File: src/hdl/lane_ctrl_pkg.sv
// package for common receive-lane control: register map, field layout, limits
// assumes a 32-bit classic wishbone register bus and a 132-bit lane word path
package lane_ctrl_pkg;
  localparam int          DATA_W            = 32;
  localparam int          ADDR_W            = 8;
  localparam int          LANE_W            = 132;
  localparam int          PAR_W             = 64;
  localparam int          FIFO_DEPTH        = 8;
  localparam int          NUM_LANES         = 4;
  localparam logic [7:0]  COMMON_CTRL_ADDR  = 8'h00;
  localparam logic [7:0]  ALIGN_STATUS_ADDR = 8'h04;
  localparam int          LOOPBACK_BIT      = 10;
  localparam int          SH_LIM_LO         = 6;
  localparam int          SH_LIM_W          = 4;
  localparam int          EMB_LIM_LO        = 3;
  localparam int          EMB_LIM_W         = 3;
  localparam int          DESCR_OFF_BIT     = 1;
  localparam int          BIT_ORDER_BIT     = 0;
  localparam logic        LOOPBACK_RST      = 1'b0;
  localparam logic [3:0]  SH_LIM_RST        = 4'hF;
  localparam logic [2:0]  EMB_LIM_RST       = 3'h7;
  localparam logic        DESCR_OFF_RST     = 1'b0;
  localparam logic        BIT_ORDER_MSB     = 1'b0;
  localparam logic [1:0]  SYNC_HDR_GOOD_A   = 2'h1;
  localparam logic [1:0]  SYNC_HDR_GOOD_B   = 2'h2;
  localparam int          LOCK_COUNT        = 64;
  localparam int          EMB_LOCK_COUNT    = 4;
  localparam logic [31:0] ZERO_WORD         = 32'h0000_0000;
  localparam logic [31:0] UNMAPPED_WORD     = 32'h0000_0000;
endpackage

File: src/hdl/lane_fifo.sv
// flip-flop fifo with valid/ready on both sides
// assumes one clock; synchronous active-low reset and clock enable from parent
`timescale 1ns/1ps
`default_nettype none
module lane_fifo #(
  parameter int WIDTH = 8,
  parameter int DEPTH = 8
) (
  input  wire logic             clk_i,
  input  wire logic             rst_n_i,
  input  wire logic             ce_i,
  input  wire logic [WIDTH-1:0] in_data_i,
  input  wire logic             in_valid_i,
  output logic                  in_ready_o,
  output logic      [WIDTH-1:0] out_data_o,
  output logic                  out_valid_o,
  input  wire logic             out_ready_i
);
  localparam int PW = $clog2(DEPTH);
  logic [WIDTH-1:0] mem_reg [DEPTH];
  logic [PW-1:0]    wr_ptr_reg;
  logic [PW-1:0]    rd_ptr_reg;
  logic [PW:0]      count_reg;
  logic             push;
  logic             pop;

  assign in_ready_o  = (count_reg != (PW+1)'(DEPTH));
  assign out_valid_o = (count_reg != '0);
  assign out_data_o  = mem_reg[rd_ptr_reg];
  assign push        = in_valid_i && in_ready_o;
  assign pop         = out_valid_o && out_ready_i;

  always_ff @(posedge clk_i) begin
    if (ce_i && push) begin
      mem_reg[wr_ptr_reg] <= in_data_i;
    end
  end

  // pointers wrap by compare so depth need not be a power of two
  always_ff @(posedge clk_i) begin
    if (!rst_n_i) begin
      wr_ptr_reg <= '0;
      rd_ptr_reg <= '0;
      count_reg  <= '0;
    end else if (ce_i) begin
      if (push) begin
        wr_ptr_reg <= (wr_ptr_reg == PW'(DEPTH-1)) ? '0 : wr_ptr_reg + 1'b1;
      end
      if (pop) begin
        rd_ptr_reg <= (rd_ptr_reg == PW'(DEPTH-1)) ? '0 : rd_ptr_reg + 1'b1;
      end
      if (push && !pop) begin
        count_reg <= count_reg + 1'b1;
      end else if (pop && !push) begin
        count_reg <= count_reg - 1'b1;
      end
    end
  end
endmodule
`default_nettype wire

File: src/hdl/rx_lane_common_control.sv
// common receive-lane control: one setting set, loopback mux, bit order,
// descrambler bypass, sync-header and extended-multiblock alignment
// assumes lane words already on CLOCK_I; wishbone master on the same clock
//
// Notes on behaviour
// - one control register drives every lane alike, no per-lane copies.
// - loopback bit 10 set selects the 132-bit transmit loopback word over gearbox data.
// - header alignment returns to hunt after bits 9:6 plus one consecutive bad headers.
// - multiblock alignment returns to hunt after bits 5:3 plus one consecutive errors.
// - descrambler-off bit 1 set passes received data unscrambled.
// - bit 0 is read-only build-time bit order, 0 lsb-first, 1 msb-first.
// - msb-first order reverses each deserialised parallel word on arrival.
// - build-time fields take their build value on reset.
//
// Our own choice: the Wishbone slave port.
`timescale 1ns/1ps
`default_nettype none
module rx_lane_common_control
  import lane_ctrl_pkg::*;
#(
  parameter logic [3:0] SH_LIMIT_INIT  = lane_ctrl_pkg::SH_LIM_RST,
  parameter logic [2:0] EMB_LIMIT_INIT = lane_ctrl_pkg::EMB_LIM_RST,
  parameter logic       DESCR_OFF_INIT = lane_ctrl_pkg::DESCR_OFF_RST,
  parameter logic       MSB_FIRST      = lane_ctrl_pkg::BIT_ORDER_MSB
) (
  input  wire logic                                  CLOCK_I,
  input  wire logic                                  RST_N_I,
  input  wire logic                                  CE_I,
  input  wire logic                                  WB_CYC_I,
  input  wire logic                                  WB_STB_I,
  input  wire logic                                  WB_WE_I,
  input  wire logic [lane_ctrl_pkg::ADDR_W-1:0]      WB_ADR_I,
  input  wire logic [3:0]                            WB_SEL_I,
  input  wire logic [lane_ctrl_pkg::DATA_W-1:0]      WB_DAT_I,
  output logic      [lane_ctrl_pkg::DATA_W-1:0]      WB_DAT_O,
  output logic                                       WB_ACK_O,
  input  wire logic [lane_ctrl_pkg::PAR_W-1:0]       DESER_WORD_I,
  input  wire logic                                  DESER_VALID_I,
  input  wire logic [lane_ctrl_pkg::LANE_W-1:0]      GEARBOX_WORD_I,
  input  wire logic                                  GEARBOX_VALID_I,
  input  wire logic [lane_ctrl_pkg::LANE_W-1:0]      LOOPBACK_WORD_I,
  input  wire logic                                  LOOPBACK_VALID_I,
  output logic                                       IN_READY_O,
  output logic      [lane_ctrl_pkg::PAR_W-1:0]       ALIGNED_WORD_O,
  output logic      [lane_ctrl_pkg::LANE_W-1:0]      RX_WORD_O,
  output logic                                       RX_VALID_O,
  input  wire logic                                  RX_READY_I,
  output logic                                       HEADER_LOCK_O,
  output logic                                       EMB_LOCK_O,
  output logic                                       DESCR_OFF_O
);
  import lane_ctrl_pkg::*;

  typedef enum logic [1:0] {HEADER_HUNT, HEADER_LOCKED} hdr_state_t;
  typedef enum logic [1:0] {EMB_HUNT, EMB_LOCKED} emb_state_t;

  logic              loopback_reg;
  logic [3:0]        sh_limit_reg;
  logic [2:0]        emb_limit_reg;
  logic              descr_off_reg;
  logic [DATA_W-1:0] ctrl_word;
  logic [DATA_W-1:0] status_word;
  logic              wb_hit;

  // common register view shared by every lane
  always_comb begin
    ctrl_word = ZERO_WORD;
    ctrl_word[LOOPBACK_BIT] = loopback_reg;
    ctrl_word[SH_LIM_LO +: SH_LIM_W] = sh_limit_reg;
    ctrl_word[EMB_LIM_LO +: EMB_LIM_W] = emb_limit_reg;
    ctrl_word[DESCR_OFF_BIT] = descr_off_reg;
    ctrl_word[BIT_ORDER_BIT] = MSB_FIRST;
  end

  assign wb_hit = WB_CYC_I && WB_STB_I && !WB_ACK_O;

  // ack one cycle after request, dropped the cycle after
  always_ff @(posedge CLOCK_I) begin
    if (!RST_N_I) begin
      WB_ACK_O <= 1'b0;
      WB_DAT_O <= ZERO_WORD;
    end else if (CE_I) begin
      WB_ACK_O <= wb_hit;
      if (wb_hit && !WB_WE_I) begin
        case (WB_ADR_I)
          COMMON_CTRL_ADDR:  WB_DAT_O <= ctrl_word;
          ALIGN_STATUS_ADDR: WB_DAT_O <= status_word;
          default:           WB_DAT_O <= UNMAPPED_WORD;
        endcase
      end
    end
  end

  always_ff @(posedge CLOCK_I) begin
    if (!RST_N_I) begin
      loopback_reg  <= LOOPBACK_RST;
      sh_limit_reg  <= SH_LIMIT_INIT;
      emb_limit_reg <= EMB_LIMIT_INIT;
      descr_off_reg <= DESCR_OFF_INIT;
    end else if (CE_I && wb_hit && WB_WE_I && WB_ADR_I == COMMON_CTRL_ADDR) begin
      if (WB_SEL_I[1]) begin
        loopback_reg <= WB_DAT_I[LOOPBACK_BIT];
        sh_limit_reg[3:2] <= WB_DAT_I[9:8];
      end
      if (WB_SEL_I[0]) begin
        sh_limit_reg[1:0] <= WB_DAT_I[7:6];
        emb_limit_reg <= WB_DAT_I[EMB_LIM_LO +: EMB_LIM_W];
        descr_off_reg <= WB_DAT_I[DESCR_OFF_BIT];
      end
    end
  end

  // word aligner: deserialiser input mirrored when msb-first
  logic [PAR_W-1:0] rev_word;
  genvar gi;
  generate
    for (gi = 0; gi < PAR_W; gi++) begin : g_rev
      assign rev_word[gi] = MSB_FIRST ? DESER_WORD_I[PAR_W-1-gi] : DESER_WORD_I[gi];
    end
  endgenerate

  always_ff @(posedge CLOCK_I) begin
    if (!RST_N_I) begin
      ALIGNED_WORD_O <= '0;
    end else if (CE_I && DESER_VALID_I) begin
      ALIGNED_WORD_O <= rev_word;
    end
  end

  // source mux feeding the fifo
  localparam int OCC_W = $clog2(FIFO_DEPTH) + 1;
  logic [LANE_W-1:0] src_word;
  logic              src_valid;
  logic              src_push;
  logic [OCC_W-1:0]  occ_reg;
  logic [OCC_W-1:0]  occ_next;
  logic              fifo_in_ready;
  logic [LANE_W-1:0] fifo_word;
  logic              fifo_valid;
  logic              fifo_take;

  always_comb begin
    if (loopback_reg) begin
      src_word  = LOOPBACK_WORD_I;
      src_valid = LOOPBACK_VALID_I;
    end else begin
      src_word  = GEARBOX_WORD_I;
      src_valid = GEARBOX_VALID_I;
    end
  end

  lane_fifo #(
    .WIDTH (LANE_W),
    .DEPTH (FIFO_DEPTH)
  ) u_fifo (
    .clk_i       (CLOCK_I),
    .rst_n_i     (RST_N_I),
    .ce_i        (CE_I),
    .in_data_i   (src_word),
    .in_valid_i  (src_push),
    .in_ready_o  (fifo_in_ready),
    .out_data_o  (fifo_word),
    .out_valid_o (fifo_valid),
    .out_ready_i (fifo_take)
  );

  // output stage register; stalls back into the fifo
  assign fifo_take = fifo_valid && (!RX_VALID_O || RX_READY_I);

  // shadow occupancy so the registered ready matches the fifo each cycle
  assign src_push = src_valid && IN_READY_O;
  always_comb begin
    occ_next = occ_reg;
    if (src_push && fifo_in_ready && !fifo_take) begin
      occ_next = occ_reg + 1'b1;
    end else if (fifo_take && !(src_push && fifo_in_ready)) begin
      occ_next = occ_reg - 1'b1;
    end
  end

  always_ff @(posedge CLOCK_I) begin
    if (!RST_N_I) begin
      IN_READY_O <= 1'b0;
      occ_reg    <= '0;
    end else if (CE_I) begin
      occ_reg    <= occ_next;
      IN_READY_O <= (occ_next != OCC_W'(FIFO_DEPTH));
    end
  end

  // descrambler: self-synchronous x^58+x^39+1 over the payload bits
  localparam int PAY_W = LANE_W - 4;
  logic [57:0]      scr_state_reg;
  logic [PAY_W-1:0] descr_word;
  logic [PAY_W+57:0] descr_chain;
  assign descr_chain = {fifo_word[PAY_W-1:0], scr_state_reg};
  generate
    for (gi = 0; gi < PAY_W; gi++) begin : g_descr
      assign descr_word[gi] = descr_chain[gi+58] ^ descr_chain[gi+19] ^ descr_chain[gi];
    end
  endgenerate

  always_ff @(posedge CLOCK_I) begin
    if (!RST_N_I) begin
      scr_state_reg <= '0;
    end else if (CE_I && fifo_take) begin
      scr_state_reg <= fifo_word[PAY_W-1 -: 58];
    end
  end

  always_ff @(posedge CLOCK_I) begin
    if (!RST_N_I) begin
      RX_WORD_O  <= '0;
      RX_VALID_O <= 1'b0;
    end else if (CE_I) begin
      if (fifo_take) begin
        RX_VALID_O <= 1'b1;
        RX_WORD_O  <= descr_off_reg ? fifo_word
                                    : {fifo_word[LANE_W-1:PAY_W], descr_word};
      end else if (RX_READY_I) begin
        RX_VALID_O <= 1'b0;
      end
    end
  end

  always_ff @(posedge CLOCK_I) begin
    if (!RST_N_I) begin
      DESCR_OFF_O <= DESCR_OFF_INIT;
    end else if (CE_I) begin
      DESCR_OFF_O <= descr_off_reg;
    end
  end

  // alignment on the sync header held in the top two bits
  hdr_state_t hdr_state_reg;
  emb_state_t emb_state_reg;
  logic [6:0] good_cnt_reg;
  logic [3:0] sh_err_reg;
  logic [2:0] emb_err_reg;
  logic [2:0] emb_good_reg;
  logic [1:0] sync_hdr;
  logic       hdr_ok;
  logic       emb_ok;

  assign sync_hdr = fifo_word[LANE_W-1 -: 2];
  assign hdr_ok   = (sync_hdr == SYNC_HDR_GOOD_A) || (sync_hdr == SYNC_HDR_GOOD_B);
  // extended-multiblock marker carried in the next header bits
  assign emb_ok   = fifo_word[LANE_W-3] ^ fifo_word[LANE_W-4];

  always_ff @(posedge CLOCK_I) begin
    if (!RST_N_I) begin
      hdr_state_reg <= HEADER_HUNT;
      good_cnt_reg  <= '0;
      sh_err_reg    <= '0;
    end else if (CE_I && fifo_take) begin
      case (hdr_state_reg)
        HEADER_HUNT: begin
          sh_err_reg <= '0;
          if (!hdr_ok) begin
            good_cnt_reg <= '0;
          end else if (good_cnt_reg == 7'(LOCK_COUNT - 1)) begin
            hdr_state_reg <= HEADER_LOCKED;
            good_cnt_reg  <= '0;
          end else begin
            good_cnt_reg <= good_cnt_reg + 1'b1;
          end
        end
        HEADER_LOCKED: begin
          if (hdr_ok) begin
            sh_err_reg <= '0;
          end else if (sh_err_reg == sh_limit_reg) begin
            hdr_state_reg <= HEADER_HUNT;
            sh_err_reg    <= '0;
          end else begin
            sh_err_reg <= sh_err_reg + 1'b1;
          end
        end
        default: hdr_state_reg <= HEADER_HUNT;
      endcase
    end
  end

  always_ff @(posedge CLOCK_I) begin
    if (!RST_N_I) begin
      emb_state_reg <= EMB_HUNT;
      emb_err_reg   <= '0;
      emb_good_reg  <= '0;
    end else if (CE_I && fifo_take) begin
      case (emb_state_reg)
        EMB_HUNT: begin
          emb_err_reg <= '0;
          if (hdr_state_reg != HEADER_LOCKED || !emb_ok) begin
            emb_good_reg <= '0;
          end else if (emb_good_reg == 3'(EMB_LOCK_COUNT - 1)) begin
            emb_state_reg <= EMB_LOCKED;
            emb_good_reg  <= '0;
          end else begin
            emb_good_reg <= emb_good_reg + 1'b1;
          end
        end
        EMB_LOCKED: begin
          if (hdr_state_reg != HEADER_LOCKED) begin
            emb_state_reg <= EMB_HUNT;
          end else if (emb_ok) begin
            emb_err_reg <= '0;
          end else if (emb_err_reg == emb_limit_reg) begin
            emb_state_reg <= EMB_HUNT;
            emb_err_reg   <= '0;
          end else begin
            emb_err_reg <= emb_err_reg + 1'b1;
          end
        end
        default: emb_state_reg <= EMB_HUNT;
      endcase
    end
  end

  always_ff @(posedge CLOCK_I) begin
    if (!RST_N_I) begin
      HEADER_LOCK_O <= 1'b0;
      EMB_LOCK_O    <= 1'b0;
    end else if (CE_I) begin
      HEADER_LOCK_O <= (hdr_state_reg == HEADER_LOCKED);
      EMB_LOCK_O    <= (emb_state_reg == EMB_LOCKED);
    end
  end

  // one status view for all lanes
  always_comb begin
    status_word = ZERO_WORD;
    status_word[0] = (hdr_state_reg == HEADER_LOCKED);
    status_word[1] = (emb_state_reg == EMB_LOCKED);
    status_word[7:4] = sh_err_reg;
    status_word[10:8] = emb_err_reg;
  end
endmodule
`default_nettype wire

File: config.mk
export PLATFORM = sky130hd
export DESIGN_NAME = rx_lane_common_control
export DESIGN_NICKNAME = d
export VERILOG_FILES = /design/src/hdl/lane_ctrl_pkg.sv /design/src/hdl/lane_fifo.sv /design/src/hdl/rx_lane_common_control.sv
export SDC_FILE = /design/constraint.sdc
export NUM_CORES = 2
export LEC_CHECK = 0
export BUFFER_PORTS_ARGS = -buffer_cell sky130_fd_sc_hd__buf_4
export CAP_MARGIN = 40
export CORE_MARGIN = 4
export CORE_UTILIZATION = 38
export DETAILED_ROUTE_END_ITERATION = 10
export HOLD_SLACK_MARGIN = 0.12
export PLACE_DENSITY_LB_ADDON = 0.12
export REMOVE_ABC_BUFFERS = 1
export SLEW_MARGIN = 20
export SYNTH_ARGS = -nofsm -noshare
export SYNTH_HDL_FRONTEND = slang
export SYNTH_SLANG_ARGS = --single-unit
File: constraint.sdc
create_clock -name CLOCK_I -period 20.5 [get_ports CLOCK_I]
set_input_delay 1.025 -clock CLOCK_I [delete_from_list [all_inputs] [get_ports CLOCK_I]]
set_output_delay 1.025 -clock CLOCK_I [all_outputs]
set_load 0.01 [all_outputs]
==> results.ini <==
[placed_design]
dp_hpwl_um=98400
placedCellCount=5826
place.gp.congestion=0.873
io_buffers=568

[power]
leakage_nw=22.9
vdd_drop_max_v=0.000127
powerDensity_nw_per_um2=118

[sta]
fin_crit_ns=4.16
worstMarginPinSlew_ns=0.957
fmax_mhz=240
post-route-period-util=0.203
finalSetupViolations=0
rsz0062_at_grt=no
maxSlewHeadroom=0.362
setup-tns-final_ns=0
finalHoldViolCount=0
fin_skew_ns=0.0190
hold_slack_ns=0.436
report.final.slew_viol_count=0

[finish]
largest_reg_flops=1056
drive_gt1_frac=0.328
stdcell_count=6114
final_nets=4450
fillers=12900
area_growth_pct=20.3

[synthesis]
synth.avg_cell_area_um2=16.4
yosysTopAreaCellShare=0.558
seq_area_frac_synth=0.668
synthTopCellsByCount=1,056 x edfxtp_1, 315 x dfxtp_1, 266 x mux4_2
synthesis.area_um2=56900
synth_seq_cells=1371
yosysWarnings=0
yosysMostFrequentCell=edfxtp_1
synth_cell_type_count=58
async_reset_ff_frac=0
synth_flop_cell=edfxtp_1
postSynthCellCount=3468
synth_edf_count=1056
synth_area_leaders=edfxtp_1 56%, dfxtp_1 11%, mux4_2 11%
synth_largest_area_cell=edfxtp_1

[worst_setup_path]
critPathTopFamily=buffers and inverters
cp_slowest_cell=dfxtp_4
cp.required_ns=20.87
worstSetupStartpointType=flop
critPathMaxFanout=39
crit_top_cell=buf_4
cp-startpoint=loopback_reg$_SDFFE_PN0P_
end_kind=flop
crit_chain=mux2_2 > nand3b_1 > inv_1 > nand2_1 > nor3_2 > buf_4 > buf_4
cp_num_buf_inv=3
r2r_start=loopback_reg$_SDFFE_PN0P_
path_class=reg2reg
cp_slowest_stage_delay_ns=0.76
critPathArrivalTime_ns=4.53

[detailed_routing]
route.vias.total=32700
drtIter0Drc=2407
firstDrtPassIters=7
vias_per_cell=5.35
wire_per_inst_um=26.0
drc_errors=0
drtAntennaViolNets=0
wl_um=159000

[clocking]
clock-root-buffer=clkbuf_16
post_cts_buffers=0
cts_tree=yes
hold_buffers=0
cts_resized=0
cts_htree_levels=4
clkSinkCount=1371
worst_skew_pair.late_latency_ns=0.76
clk_path_buf_depth=3
cts_buffers=152
clk_pin_slew_ns=0.06

[min_path]
hp-class=reg2reg
hold_start=good_cnt_reg[6]$_SDFFE_PN0P_

[die]
core_um2=148000
dieHeight_um=395
fp-row-count=141
initial_core_util=0.384
die-area_um2=156000
io_pins=616
die_w_um=395

[global_route]
grt_pass1_vias=33200
grt_pass1_wl_um=231000
overflow=0
antenna_found_initial=2
grt_max_degree=130
grt_use_total=0.201

[job]
maxCapViolCount=0

[status]
status=complete, no violations

==> power breakdown <==
group | internal [mW] | leakage (nW) | switching [mW]
logic | 0.902 | 8.50 | 1.15
clock network | 1.55 | 2.34 | 1.10
registers | 3.19 | 12.1 | 0.208
==> final cells by class <==
cell class                 instances  area, um2  share of cell area
inverter                          10       52.6            0.000768
clock inverter                    64        599             0.00876
tap                             1930       2410              0.0353
clock buffer                     218       4230              0.0618
timing repair buffer             651       5300              0.0774
sequential                      1371      38000               0.556
multi-input combinational       1868      17800               0.260
antenna                            2       5.00           0.0000731
==> path summary, 6_finish.rpt <==
path         slack, ns                          endpoint  depth (start not counted)
max              16.34  u_fifo.mem_reg[2][104]$_DFFE_PP_                          7
min               0.44      good_cnt_reg[6]$_SDFFE_PN0P_                          2
max reg2reg      16.34  u_fifo.mem_reg[2][104]$_DFFE_PP_                          7
min reg2reg       0.44      good_cnt_reg[6]$_SDFFE_PN0P_                          2
==> layer usage <==
metal	vias up	global-route usage	share of wire
met2	915	0.334	0.49
li1	14800	-	-
met1	16800	0.276	0.44
met5	-	0	0
met3	188	0.0344	0.051
met4	0	0.0464	0.019
==> metrics by stage <==
stage / worst slack (ns) / total power, mW / utilization / area (um2)
2_1_floorplan: 3.10 / 4.86 / - / 55800
3_3_place_gp: 15.27 / 5.52 / 0.426 / 63100
3_5_place_dp: 15.71 / 5.54 / 0.429 / 63500
4_1_cts: 15.81 / 8.22 / 0.461 / 68300
5_1_grt: 16.05 / 8.50 / 0.462 / 68400
6_report: 16.34 / 8.10 / 0.462 / 68400
==> cell usage in the layout, fill, tap and decap left out, types with 10 or more instances in the layout <==
master / count
buf_12: 10
a21oi_1: 146
nor4_1: 23
ha_1: 13
buf_16: 14
a311o_1: 69
nand3_1: 83
clkinv_1: 24
nand2_1: 244
dfxtp_1: 310
o211a_1: 19
conb_1: 22
nor2_1: 144
mux2i_1: 61
edfxtp_1: 1056
clkinv_2: 16
nor3_1: 96
clkbuf_1: 53
mux2_2: 133
xor2_1: 109
buf_4: 626
mux4_2: 266
clkbuf_16: 156
a211oi_1: 65
mux2i_2: 12
o21ai_0: 107
mux2i_4: 75
xnor2_1: 86
==> worst reg2reg max path, cell delays in order (launching register included) <==
cell and delay [ns]:
dfxtp_4 0.76, mux2_2 0.32, nand3b_1 0.33, inv_1 0.45
nand2_1 0.29, nor3_2 0.26, buf_4 0.54, buf_4 0.78
==> kinds of logic (layout without fill, tap and decap cells) <==
group / count (synthesis) / after routing / synth area share
other: 1 / 24 / 0.0000659
muxes: 547 / 547 / 0.175
and+or+nand+nor: 653 / 653 / 0.0512
AOI/OAI and AO/OA: 437 / 437 / 0.0507
adders and majority gates: 14 / 14 / 0.00321
DFF: 1371 / 1371 / 0.668
buffers and inverters: 250 / 943 / 0.0214
xor gates and xnor gates: 195 / 195 / 0.0300
Power figures use the tool's default switching activity.
